`config.mk`:
```
export PLATFORM = sky130hd
export DESIGN_NAME = dtsl_top
export DESIGN_NICKNAME = d
export VERILOG_FILES = /design/src/hw/dtsl_pkg.sv /design/src/hw/dtsl_top.sv /design/src/hw/dtsl_trig_decode.sv
export SDC_FILE = /design/constraint.sdc
export NUM_CORES = 1
export LEC_CHECK = 0
export ABC_AREA = 1
export ABC_CLOCK_PERIOD_IN_PS = 1900
export BUFFER_PORTS_ARGS = -buffer_cell sky130_fd_sc_hd__buf_2
export CAP_MARGIN = 20
export CORE_ASPECT_RATIO = 1.5
export CORE_MARGIN = 4
export CORE_UTILIZATION = 53
export DETAILED_ROUTE_END_ITERATION = 8
export PLACE_DENSITY = 0.79
export SKIP_LAST_GASP = 1
export SYNTH_ARGS = -nofsm -noshare
export SYNTH_HDL_FRONTEND = slang
export SYNTH_HIERARCHICAL = 1
export SYNTH_SLANG_ARGS = --single-unit
export TNS_END_PERCENT = 20
```
`constraint.sdc`:
```
create_clock -name MCLK -period 1.9 [get_ports MCLK]
set_clock_uncertainty 0.2 [all_clocks]
set_input_delay 0.38 -clock MCLK [delete_from_list [all_inputs] [get_ports MCLK]]
set_output_delay 0.38 -clock MCLK [all_outputs]
set_load 0.01 [all_outputs]
```
`src/hw/dtsl_pkg.sv`:
```
// package: register map, fields and types of the debug trigger and status logic
package dtsl_pkg;
    localparam int ADDR_W = 4;
    // register offsets (own choice, no offsets printed)
    localparam logic [3:0] OFF_CTRL = 4'h0;
    localparam logic [3:0] OFF_TRIG = 4'h1;
    localparam logic [3:0] OFF_STAT = 4'h2;
    // control register fields
    localparam int CTRL_EN_BIT = 7;
    localparam int CTRL_ARM_BIT = 6;
    localparam int CTRL_TAG_BIT = 5;
    localparam int CTRL_BRK_BIT = 4;
    // trigger register fields
    localparam int TRIG_TAGQ_BIT = 7;
    localparam int TRIG_BEGIN_BIT = 6;
    localparam logic [7:0] TRIG_WMASK = 8'hCF;
    // status register fields
    localparam int STAT_AHIT_BIT = 7;
    localparam int STAT_BHIT_BIT = 6;
    localparam int STAT_CAPTURE_ACTIVE_FLAG_BIT = 5;
    // reset values
    localparam logic [7:0] CTRL_RST = 8'h00;
    localparam logic [7:0] TRIG_RST = 8'h00;
    localparam logic [3:0] CNT_RST = 4'h0;
    localparam int FIFO_DEPTH = 8;

    typedef enum logic [3:0] {
        TM_A_ONLY = 4'h0,
        TM_A_OR_B = 4'h1,
        TM_A_THEN_B = 4'h2,
        TM_EVT_B = 4'h3,
        TM_A_THEN_EVT_B = 4'h4,
        TM_A_AND_BDATA = 4'h5,
        TM_A_NOT_BDATA = 4'h6,
        TM_INSIDE = 4'h7,
        TM_OUTSIDE = 4'h8
    } dtsl_mode_t;

    // run states, gray along idle -> wait -> store and wait -> idle; store -> idle flips both bits
    typedef enum logic [1:0] {
        RS_IDLE = 2'b00,
        RS_WAIT = 2'b01,
        RS_STORE = 2'b11
    } dtsl_run_t;

    // register bus request
    typedef struct packed {
        logic [3:0] addr;
        logic [7:0] wdata;
        logic wr;
        logic rd;
    } dtsl_bus_t;

    // comparator and tracking inputs
    typedef struct packed {
        logic match_a;
        logic match_b;
        logic data_b;
        logic addr_ge_a;
        logic addr_le_b;
        logic access;
        logic exec_a;
        logic exec_b;
    } dtsl_cmp_t;
endpackage : dtsl_pkg

```
`src/hw/dtsl_top.sv`:
```
// top: trigger, control and status registers with debug run sequencing
module dtsl_top
    import dtsl_pkg::*;
#(
    parameter int DEPTH = FIFO_DEPTH
) (
    // clock and reset
    input wire logic MCLK,
    input wire logic SYS_RST,
    // register port
    input wire logic [3:0] ADDR,
    input wire logic [7:0] WDATA,
    input wire logic WR,
    input wire logic RD,
    output logic [7:0] RDATA,
    // device state
    input wire logic SECURE,
    // comparator and opcode tracking events
    input wire dtsl_cmp_t CMP,
    // capture fifo side
    input wire logic FIFO_STORE,
    input wire logic FIFO_READ,
    output logic FIFO_WR_EN,
    output logic FIFO_CLEAR,
    // cpu break
    output logic BRK_REQ,
    output logic BRK_TAG,
    // run status
    output logic ARMED
);
    typedef struct packed {
        logic en;
        logic arm;
        logic tag;
        logic brk;
        logic [3:0] rwbits;
        logic [7:0] trig;
        logic a_hit;
        logic b_hit;
        logic a_seen;
        logic [3:0] cnt;
        dtsl_run_t run;
        logic brk_req;
        logic [7:0] rdata;
    } dtsl_state_t;

    dtsl_state_t st_reg;
    dtsl_state_t st_next;
    dtsl_bus_t bus;
    logic trig_ev;
    logic evt_only;
    logic hit_a;
    logic hit_b;
    logic begin_trace;
    logic storing;
    logic store_ok;
    logic full_now;
    logic run_end;
    logic [7:0] stat_val;
    logic [7:0] ctrl_val;

    dtsl_trig_decode u_dec (
        .mode(st_reg.trig[3:0]),
        .tag_qual(st_reg.trig[TRIG_TAGQ_BIT]),
        .a_seen(st_reg.a_seen),
        .cmp(CMP),
        .trig(trig_ev),
        .event_only(evt_only),
        .hit_a(hit_a),
        .hit_b(hit_b)
    );

    always_comb begin
        bus = '{addr: ADDR, wdata: WDATA, wr: WR, rd: RD};
        begin_trace = st_reg.trig[TRIG_BEGIN_BIT] || evt_only;
        storing = (st_reg.run == RS_STORE) || (st_reg.run == RS_WAIT && !begin_trace);
        store_ok = storing && FIFO_STORE;
        full_now = store_ok && (st_reg.cnt == 4'(DEPTH - 1)) && begin_trace
            && (st_reg.run == RS_STORE);
        ctrl_val = {st_reg.en, st_reg.arm, st_reg.tag, st_reg.brk, st_reg.rwbits};
        stat_val = {st_reg.a_hit, st_reg.b_hit, st_reg.en && st_reg.arm, 1'b0, st_reg.cnt};
    end

    always_comb begin
        st_next = st_reg;
        st_next.brk_req = 1'b0;
        run_end = 1'b0;
        // read data in the cycle after the strobe
        st_next.rdata = 8'h00;
        if (bus.rd) begin
            if (bus.addr == OFF_CTRL) begin
                st_next.rdata = ctrl_val;
            end else if (bus.addr == OFF_TRIG) begin
                // always readable, bits 4 and 5 zero
                st_next.rdata = st_reg.trig & TRIG_WMASK;
            end else if (bus.addr == OFF_STAT) begin
                st_next.rdata = stat_val;
            end else begin
                st_next.rdata = 8'h00;
            end
        end
        // run sequencing
        case (st_reg.run)
            RS_IDLE: ;
            RS_WAIT: begin
                if (hit_a) begin
                    st_next.a_hit = 1'b1;
                    st_next.a_seen = 1'b1;
                end
                if (hit_b) st_next.b_hit = 1'b1;
                if (store_ok && st_reg.cnt != 4'(DEPTH)) st_next.cnt = st_reg.cnt + 4'h1;
                if (trig_ev) begin
                    // begin trace starts storing, end trace stops
                    if (begin_trace) begin
                        st_next.run = RS_STORE;
                    end else begin
                        run_end = 1'b1;
                        st_next.brk_req = st_reg.brk;
                    end
                end
            end
            RS_STORE: begin
                if (hit_a) st_next.a_hit = 1'b1;
                if (hit_b) st_next.b_hit = 1'b1;
                if (store_ok) st_next.cnt = st_reg.cnt + 4'h1;
                // full fifo ends a begin trace
                if (full_now) begin
                    run_end = 1'b1;
                    st_next.brk_req = st_reg.brk;
                end
            end
            default: st_next.run = RS_IDLE;
        endcase
        // capture bit clears itself at run end
        if (run_end) begin
            st_next.arm = 1'b0;
            st_next.run = RS_IDLE;
        end
        // fifo reads leave the count alone
        if (FIFO_READ) st_next.cnt = st_next.cnt;
        if (bus.wr) begin
            if (bus.addr == OFF_CTRL) begin
                st_next.en = bus.wdata[CTRL_EN_BIT] && !SECURE;
                st_next.tag = bus.wdata[CTRL_TAG_BIT];
                st_next.brk = bus.wdata[CTRL_BRK_BIT];
                st_next.rwbits = bus.wdata[3:0];
                if (!bus.wdata[CTRL_ARM_BIT] || !st_next.en) begin
                    st_next.arm = 1'b0;
                    st_next.run = RS_IDLE;
                end else begin
                    // write of one starts a run
                    st_next.arm = 1'b1;
                    st_next.run = RS_WAIT;
                    st_next.a_hit = 1'b0;
                    st_next.b_hit = 1'b0;
                    st_next.a_seen = 1'b0;
                    st_next.cnt = CNT_RST;
                end
            end else if (bus.addr == OFF_TRIG) begin
                if (!st_reg.arm) st_next.trig = bus.wdata & TRIG_WMASK;
            end else begin
                // status and unmapped writes have no effect
                st_next.trig = st_next.trig;
            end
        end
    end

    always_ff @(posedge MCLK or posedge SYS_RST) begin
        if (SYS_RST) begin
            st_reg <= '{en: CTRL_RST[CTRL_EN_BIT], arm: CTRL_RST[CTRL_ARM_BIT],
                tag: CTRL_RST[CTRL_TAG_BIT], brk: CTRL_RST[CTRL_BRK_BIT], rwbits: CTRL_RST[3:0],
                trig: TRIG_RST, a_hit: 1'b0, b_hit: 1'b0, a_seen: 1'b0, cnt: CNT_RST,
                run: RS_IDLE, brk_req: 1'b0, rdata: 8'h00};
        end else begin
            st_reg <= st_next;
        end
    end

    assign RDATA = st_reg.rdata;
    assign FIFO_WR_EN = store_ok;
    assign FIFO_CLEAR = bus.wr && bus.addr == OFF_CTRL && st_next.run == RS_WAIT;
    assign BRK_REQ = st_reg.brk_req;
    assign BRK_TAG = st_reg.tag;
    assign ARMED = st_reg.arm;
endmodule // dtsl_top

```
`src/hw/dtsl_trig_decode.sv`:
```
// trigger mode decoder: combines comparator events into one trigger pulse
module dtsl_trig_decode
    import dtsl_pkg::*;
(
    // mode
    input wire logic [3:0] mode,
    input wire logic tag_qual,
    input wire logic a_seen,
    // comparator events
    input wire dtsl_cmp_t cmp,
    // results
    output logic trig,
    output logic event_only,
    output logic hit_a,
    output logic hit_b
);
    logic ev_a;
    logic ev_b;
    logic in_range;

    always_comb begin
        ev_a = tag_qual ? cmp.exec_a : cmp.match_a;
        ev_b = tag_qual ? cmp.exec_b : cmp.match_b;
        in_range = cmp.addr_ge_a && cmp.addr_le_b;
        hit_a = ev_a;
        hit_b = ev_b;
    end

    always_comb begin
        trig = 1'b0;
        event_only = 1'b0;
        case (mode)
            TM_A_ONLY: trig = ev_a;
            TM_A_OR_B: trig = ev_a || ev_b;
            TM_A_THEN_B: trig = a_seen && ev_b;
            TM_EVT_B: begin
                trig = ev_b;
                event_only = 1'b1;
            end
            TM_A_THEN_EVT_B: begin
                trig = a_seen && ev_b;
                event_only = 1'b1;
            end
            TM_A_AND_BDATA: trig = ev_a && cmp.data_b;
            TM_A_NOT_BDATA: trig = ev_a && !cmp.data_b;
            TM_INSIDE: trig = cmp.access && in_range;
            TM_OUTSIDE: trig = cmp.access && !in_range;
            // codes 1001 to 1111 never trigger
            default: trig = 1'b0;
        endcase
    end
endmodule // dtsl_trig_decode

```
### Yosys cells after proc, flatten, opt, wreduce, memory -nomap -nowiden

Cells that the tools add are included.

* flip-flop bits (word level): 32
* output and inout bits: 13

* add/sub/neg operators: 1
* equality and inequality tests: 15
* mux-type cells: 37
* bitwise operators: 2
* reduce and logical (&&, ||, !) cells: 35

Operators by type and width (count)
* 8-bit two-way mux: 7
* 24-bit two-way mux: 1
* 4-bit by 3-bit == test with 1-bit output (second input constant): 5
* 1-bit logical AND: 16
* 1-bit two-way mux: 15
* 7-bit two-way mux: 2
* 4-bit by 2-bit == test with 1-bit output (second input constant): 3
* 9-bit two-way mux: 1
* 4-bit by 1-bit == test with 1-bit output (second input constant): 2
* 4-bit zero test: 2
* 4-bit two-way mux: 2
* 1-bit case mux with 8 select lines: 1
* 4-bit case mux with 2 select lines: 1
* 2-bit OR reduction: 4
* 1-bit zero test: 6
* 2-bit two-way mux: 3
* 4-bit by 1-bit adder with 4-bit output (second input constant): 1
* 2-bit by 1-bit == test with 1-bit output (second input constant): 2
* 4-bit == test (second input constant): 1
* 1-bit logical OR: 4
* 4-bit inequality test (second input constant): 1
* 1-bit case mux with 2 select lines: 2
* 2-bit case mux with 2 select lines: 1
* 4-bit AND reduction: 1
* other kinds (5): 6

### Logic depth before layout (Yosys ltp)

* word-level depth: 18
* gate-level depth with buffers: 11

### Hierarchy

Netlist, hierarchy kept.

Modules (own cells, without submodules)
* dtsl_top: instances 1, cells each 182, area an instance 1581.5 µm², sequential area each 800.8 µm²
* dtsl_trig_decode: instances 1, cells each 36, area an instance 177.7 µm², sequential area each 0.0 µm²

### Worst setup path before layout

OpenSTA, ideal clock, no wires.

* path type: input to output
* start: in ADDR[3]
* end: out FIFO_CLEAR
* arrival: 1.109 ns
* data required time: 1.320 ns
* slack: 0.211 ns
* stages: 5
* path buffers: 0
* cell sequence: nor2_4 > nand2_2 > nor2_4 > nand2_4 > nor3_4

* cells in the longest elaborated chain, start to end: 5

RTL lines
* start: declaration: line dtsl_top.sv:11 `input wire logic [3:0] ADDR,`
* 4-bit zero test (*): line dtsl_top.sv:142, dtsl_top.sv:181
* 9-bit two-way mux: line dtsl_top.sv:142 `if (bus.addr == OFF_CTRL) begin`
* 24-bit two-way mux: line dtsl_top.sv:141 `if (bus.wr) begin`
* 2-bit by 1-bit == test with 1-bit output: line dtsl_top.sv:181 `assign FIFO_CLEAR = bus.wr && bus.addr == OFF_CTRL && st_next.run == RS_WAIT;`
* 1-bit logical AND (*): line dtsl_top.sv:181
* end: declaration: line dtsl_top.sv:24 `output logic FIFO_CLEAR,`

Mark *: on every way between the ends. The rest lies on a longest branch, timed or not.

### Worst setup path in the final report

* start: reg st_reg[20] (netlist name)
* end: out FIFO_WR_EN

* cells in the longest elaborated chain, start to end: 8

RTL lines
* start: declaration: line dtsl_top.sv:47 `dtsl_state_t st_reg;`
* start signal: assignment: line dtsl_top.sv:170 `st_reg <= '{en: CTRL_RST[CTRL_EN_BIT], arm: CTRL_RST[CTRL_ARM_BIT],`
* start signal: assignment: line dtsl_top.sv:175 `st_reg <= st_next;`
* 4-bit by 2-bit == test with 1-bit output or 4-bit by 3-bit == test with 1-bit output (tied branches): line dtsl_trig_decode.sv:32 `case (mode)`
* 2-bit OR reduction (no line) (*)
* 1-bit two-way mux (*): line dtsl_trig_decode.sv:32
* named net evt_only: line dtsl_top.sv:51 `logic evt_only;`
* 1-bit logical OR (*): line dtsl_top.sv:75 `begin_trace = st_reg.trig[TRIG_BEGIN_BIT] || evt_only;`
* 1-bit zero test (*): line dtsl_top.sv:76 `storing = (st_reg.run == RS_STORE) || (st_reg.run == RS_WAIT && !begin_trace);`
* 1-bit logical AND (*): line dtsl_top.sv:76
* 1-bit logical OR (*): line dtsl_top.sv:76
* 1-bit logical AND (*): line dtsl_top.sv:77 `store_ok = storing && FIFO_STORE;`
* end: declaration: line dtsl_top.sv:23 `output logic FIFO_WR_EN,`

The timed path passes the listed nets; every way through them passes the cells marked *.

==> reports/summary.txt <==
Status: complete, but fails checks
Violated checks: negative setup slack
Distinct cells, synth: 27
Antenna viol nets, final: 0
Switch share: 31.7%
Area of the multi-input gates: 795 um^2
Peak supply drop: 925 uV
Data arrival, critical path: 1.39 ns
DRC: 0
# nets final: 299
First-pass detailed-route iteration total: 4
Via count: 1598
Critical Path RT: 1.32 ns
Layout cell share with drive strength beyond 1: 32.1%
Fin cells: 311
Syn avg cell area: 8.07 um^2
Internal power: 1.53 mW
Register area: 803 um^2
Sequential area share after synthesis: 45.5%
Number of global-route vias before repair: 1649
Yosys top cell by area: dfrtp_1
Seq cells post-synth: 32
Share of power burned in combinational logic: 25.3%
CP endpoint kind: output pin
Initial Utilization: 55.7%
RSZ-0062 raised after global routing: yes
Post-Place Cells: 293
Cell Area, Placed: 1980 um^2
Top cells by area, synth: dfrtp_1 (46%), nand2_1 (11%), a21oi_1 (6.3%)
H-tree depth: 2
Pleak: 1.17 nW
PortBufs: 38
Die W: 55.0 um
Ys Warns: 6
Post-synth EDFFs: 0
# fillers: 242
Achievable Freq: 506 MHz
Total gr overflow: 0
Post-synth top area share: 45.5%
Total CTS buffers: 5
Final HPWL DP: 2.96 mm
Seq pwr share: 42.6%
Placeable Area: 3160 um^2
RePlAce Congestion: 0.872
Pwr/cell area: 1010 nW/um^2
CTS tree: yes
Largest net degree at the start of global routing: 33
Min-Delay Path Class: input port to flop
Worst-Margin Slew: 0.435 ns
Top FF cell, synth: dfrtp_1
Fin. max-slew vios: 0
Tcrit/Tclk final: 104%
Switching power: 0.710 mW
Die ar.: 4320 um^2
Design area: 2210 um^2
Number of max-cap violations: 0
Initial drt markers: 61
Syn nets: 247
Root buffer cell: clkbuf_8
Final hold violation count: 0
CTS Sinks: 32
Site row count: 25
Crit Path Class: flop to output pin
Most frequent cell after synthesis: nand2_1
Hold Slack: 0.0860 ns
Asr flop ratio synth: 100%
Vias per cell: 5.14
I/O pins: 40
CTS clk-pin slew, worst paths: 0.06 ns
Global-route wire length before repair: 7.36 mm
Setup violations, final: 1
CP max FO: 3
Worst Setup Slack, final: -0.0748 ns
Fin crit period: 1.97 ns
Syn Inst Count: 218
Cell Area, Synth: 1760 um^2
Initial antenna violation count: 0
Clock Tree Buf Depth: 2
Die H: 78.6 um
Design Power: 2.24 mW
Startpoint Class: flop
Clock power share: 32.1%
GRT Total Usage: 23.6%
Most frequent cells after synthesis: nand2_1 (51), dfrtp_1 (32), inv_1 (23), a21oi_1 (22), o21ai_0 (15)
Synth-to-layout area growth: 25.6%
Clock Latency Late Sink: 0.29 ns
DRT Wirelength: 4.22 mm
WL/cell: 13.6 um
Diode count: 0
Relative max-transition margin: 70.9%
Max reg flops: 15
==> cells by family after synthesis <==
kind of cell	after synthesis	synth area share, %
compound gates	48	14.1
xor+xnor	2	0.996
fa+ha+maj	2	1.42
buf+inv	39	10.2
flops	32	45.5
mux	2	1.71
simple gates	93	26.1
==> routing by layer <==
layer  track usage [%]  wire, um  vias to the layer above  part of all wire [%]
li1                  -         -                      805                     -
met1              26.5      1590                      729                    38
met2              38.7      2270                       51                    54
met3              6.45       224                       13                   5.3
met4              12.7       138                        0                   3.3
met5                 0         0                        -                     0
==> power groups by stage <==
stage / clock network (mW) / logic (mW) / registers (mW)
finish: 0.719 / 0.568 / 0.956
global route: 0.765 / 0.646 / 0.970
CTS: 0.727 / 0.547 / 0.951
detailed placement: 0 / 0.479 / 0.959
global placement: 0 / 0.467 / 0.955
floorplan: 0 / 0.353 / 0.926
==> worst paths after layout <==
path,depth (start not counted),slack [ns],startpoint,end
max reg2reg,11,0.08,st_reg[20]$_DFFE_PP0P_,ARMED$_DFF_PP0_
max,8,-0.07,st_reg[20]$_DFFE_PP0P_,FIFO_WR_EN
max in group asynchronous,4,0.67,SYS_RST,st_reg[20]$_DFFE_PP0P_
min,3,0.09,WDATA[5],BRK_TAG$_DFFE_PP0P_
min reg2reg,2,0.29,ctrl_val[3]$_DFFE_PP0P_,ctrl_val[3]$_DFFE_PP0P_
min in group asynchronous,4,0.51,SYS_RST,ARMED$_DFF_PP0_
==> final cells by class <==
cell class                      instances  share of cell area, %
Clock buffer                            7                   4.36
Clock inverter                          1                   1.36
Inverter                               29                   4.93
Multi-Input combinational cell        147                   36.0
Sequential cell                        32                   36.4
Tap cell                               40                   2.27
Timing Repair Buffer                   55                   14.8
==> cells in the final DEF (no fill, tap or decap), drive strengths merged <==
cell,instances
xnor2,1
a31oi,1
nor2,18
nand3,11
inv,29
dfrtp,32
bufinv,1
o21a,1
xor2,1
a22oi,1
nor3,5
mux2,2
ha,2
clkbuf,7
o21ai,22
nand4,4
a21oi,22
dlygate4sd3,1
o22ai,1
buf,54
nand2,55
==> repair_timing <==
| item | in CTS | in global routing |
|---|---|---|
| gates resized for setup | 7 | 0 |
| pin swaps | 4 | 2 |
| buffers inserted | 7 | 2 |
| hold endpoints to repair | 32 | 0 |
| hold buffers | 1 | 0 |
| endpoints found under the setup margin | 1 | 3 |
==> stage by stage <==
step	util, %	TNS (ns)	worst slack [ns]
detailed placement	62.7	0	0.0548
CTS	69.5	-0.0577	-0.0577
finish	69.9	-0.0748	-0.0748
floorplan	-	0	0.211
global placement	62.7	0	0.0912
global route	69.9	-0.184	-0.138
==> critical path, stage by stage, from the launching register on <==
cell     delay (ns)
dfrtp_2        0.44
inv_2          0.07
nor2_2         0.04
nand2_1        0.09
nand2_2        0.08
nor2_4         0.09
nand3_2        0.11
nand2_4        0.09
buf_6          0.10
Note: power is estimated with default switching activity, not from simulation.
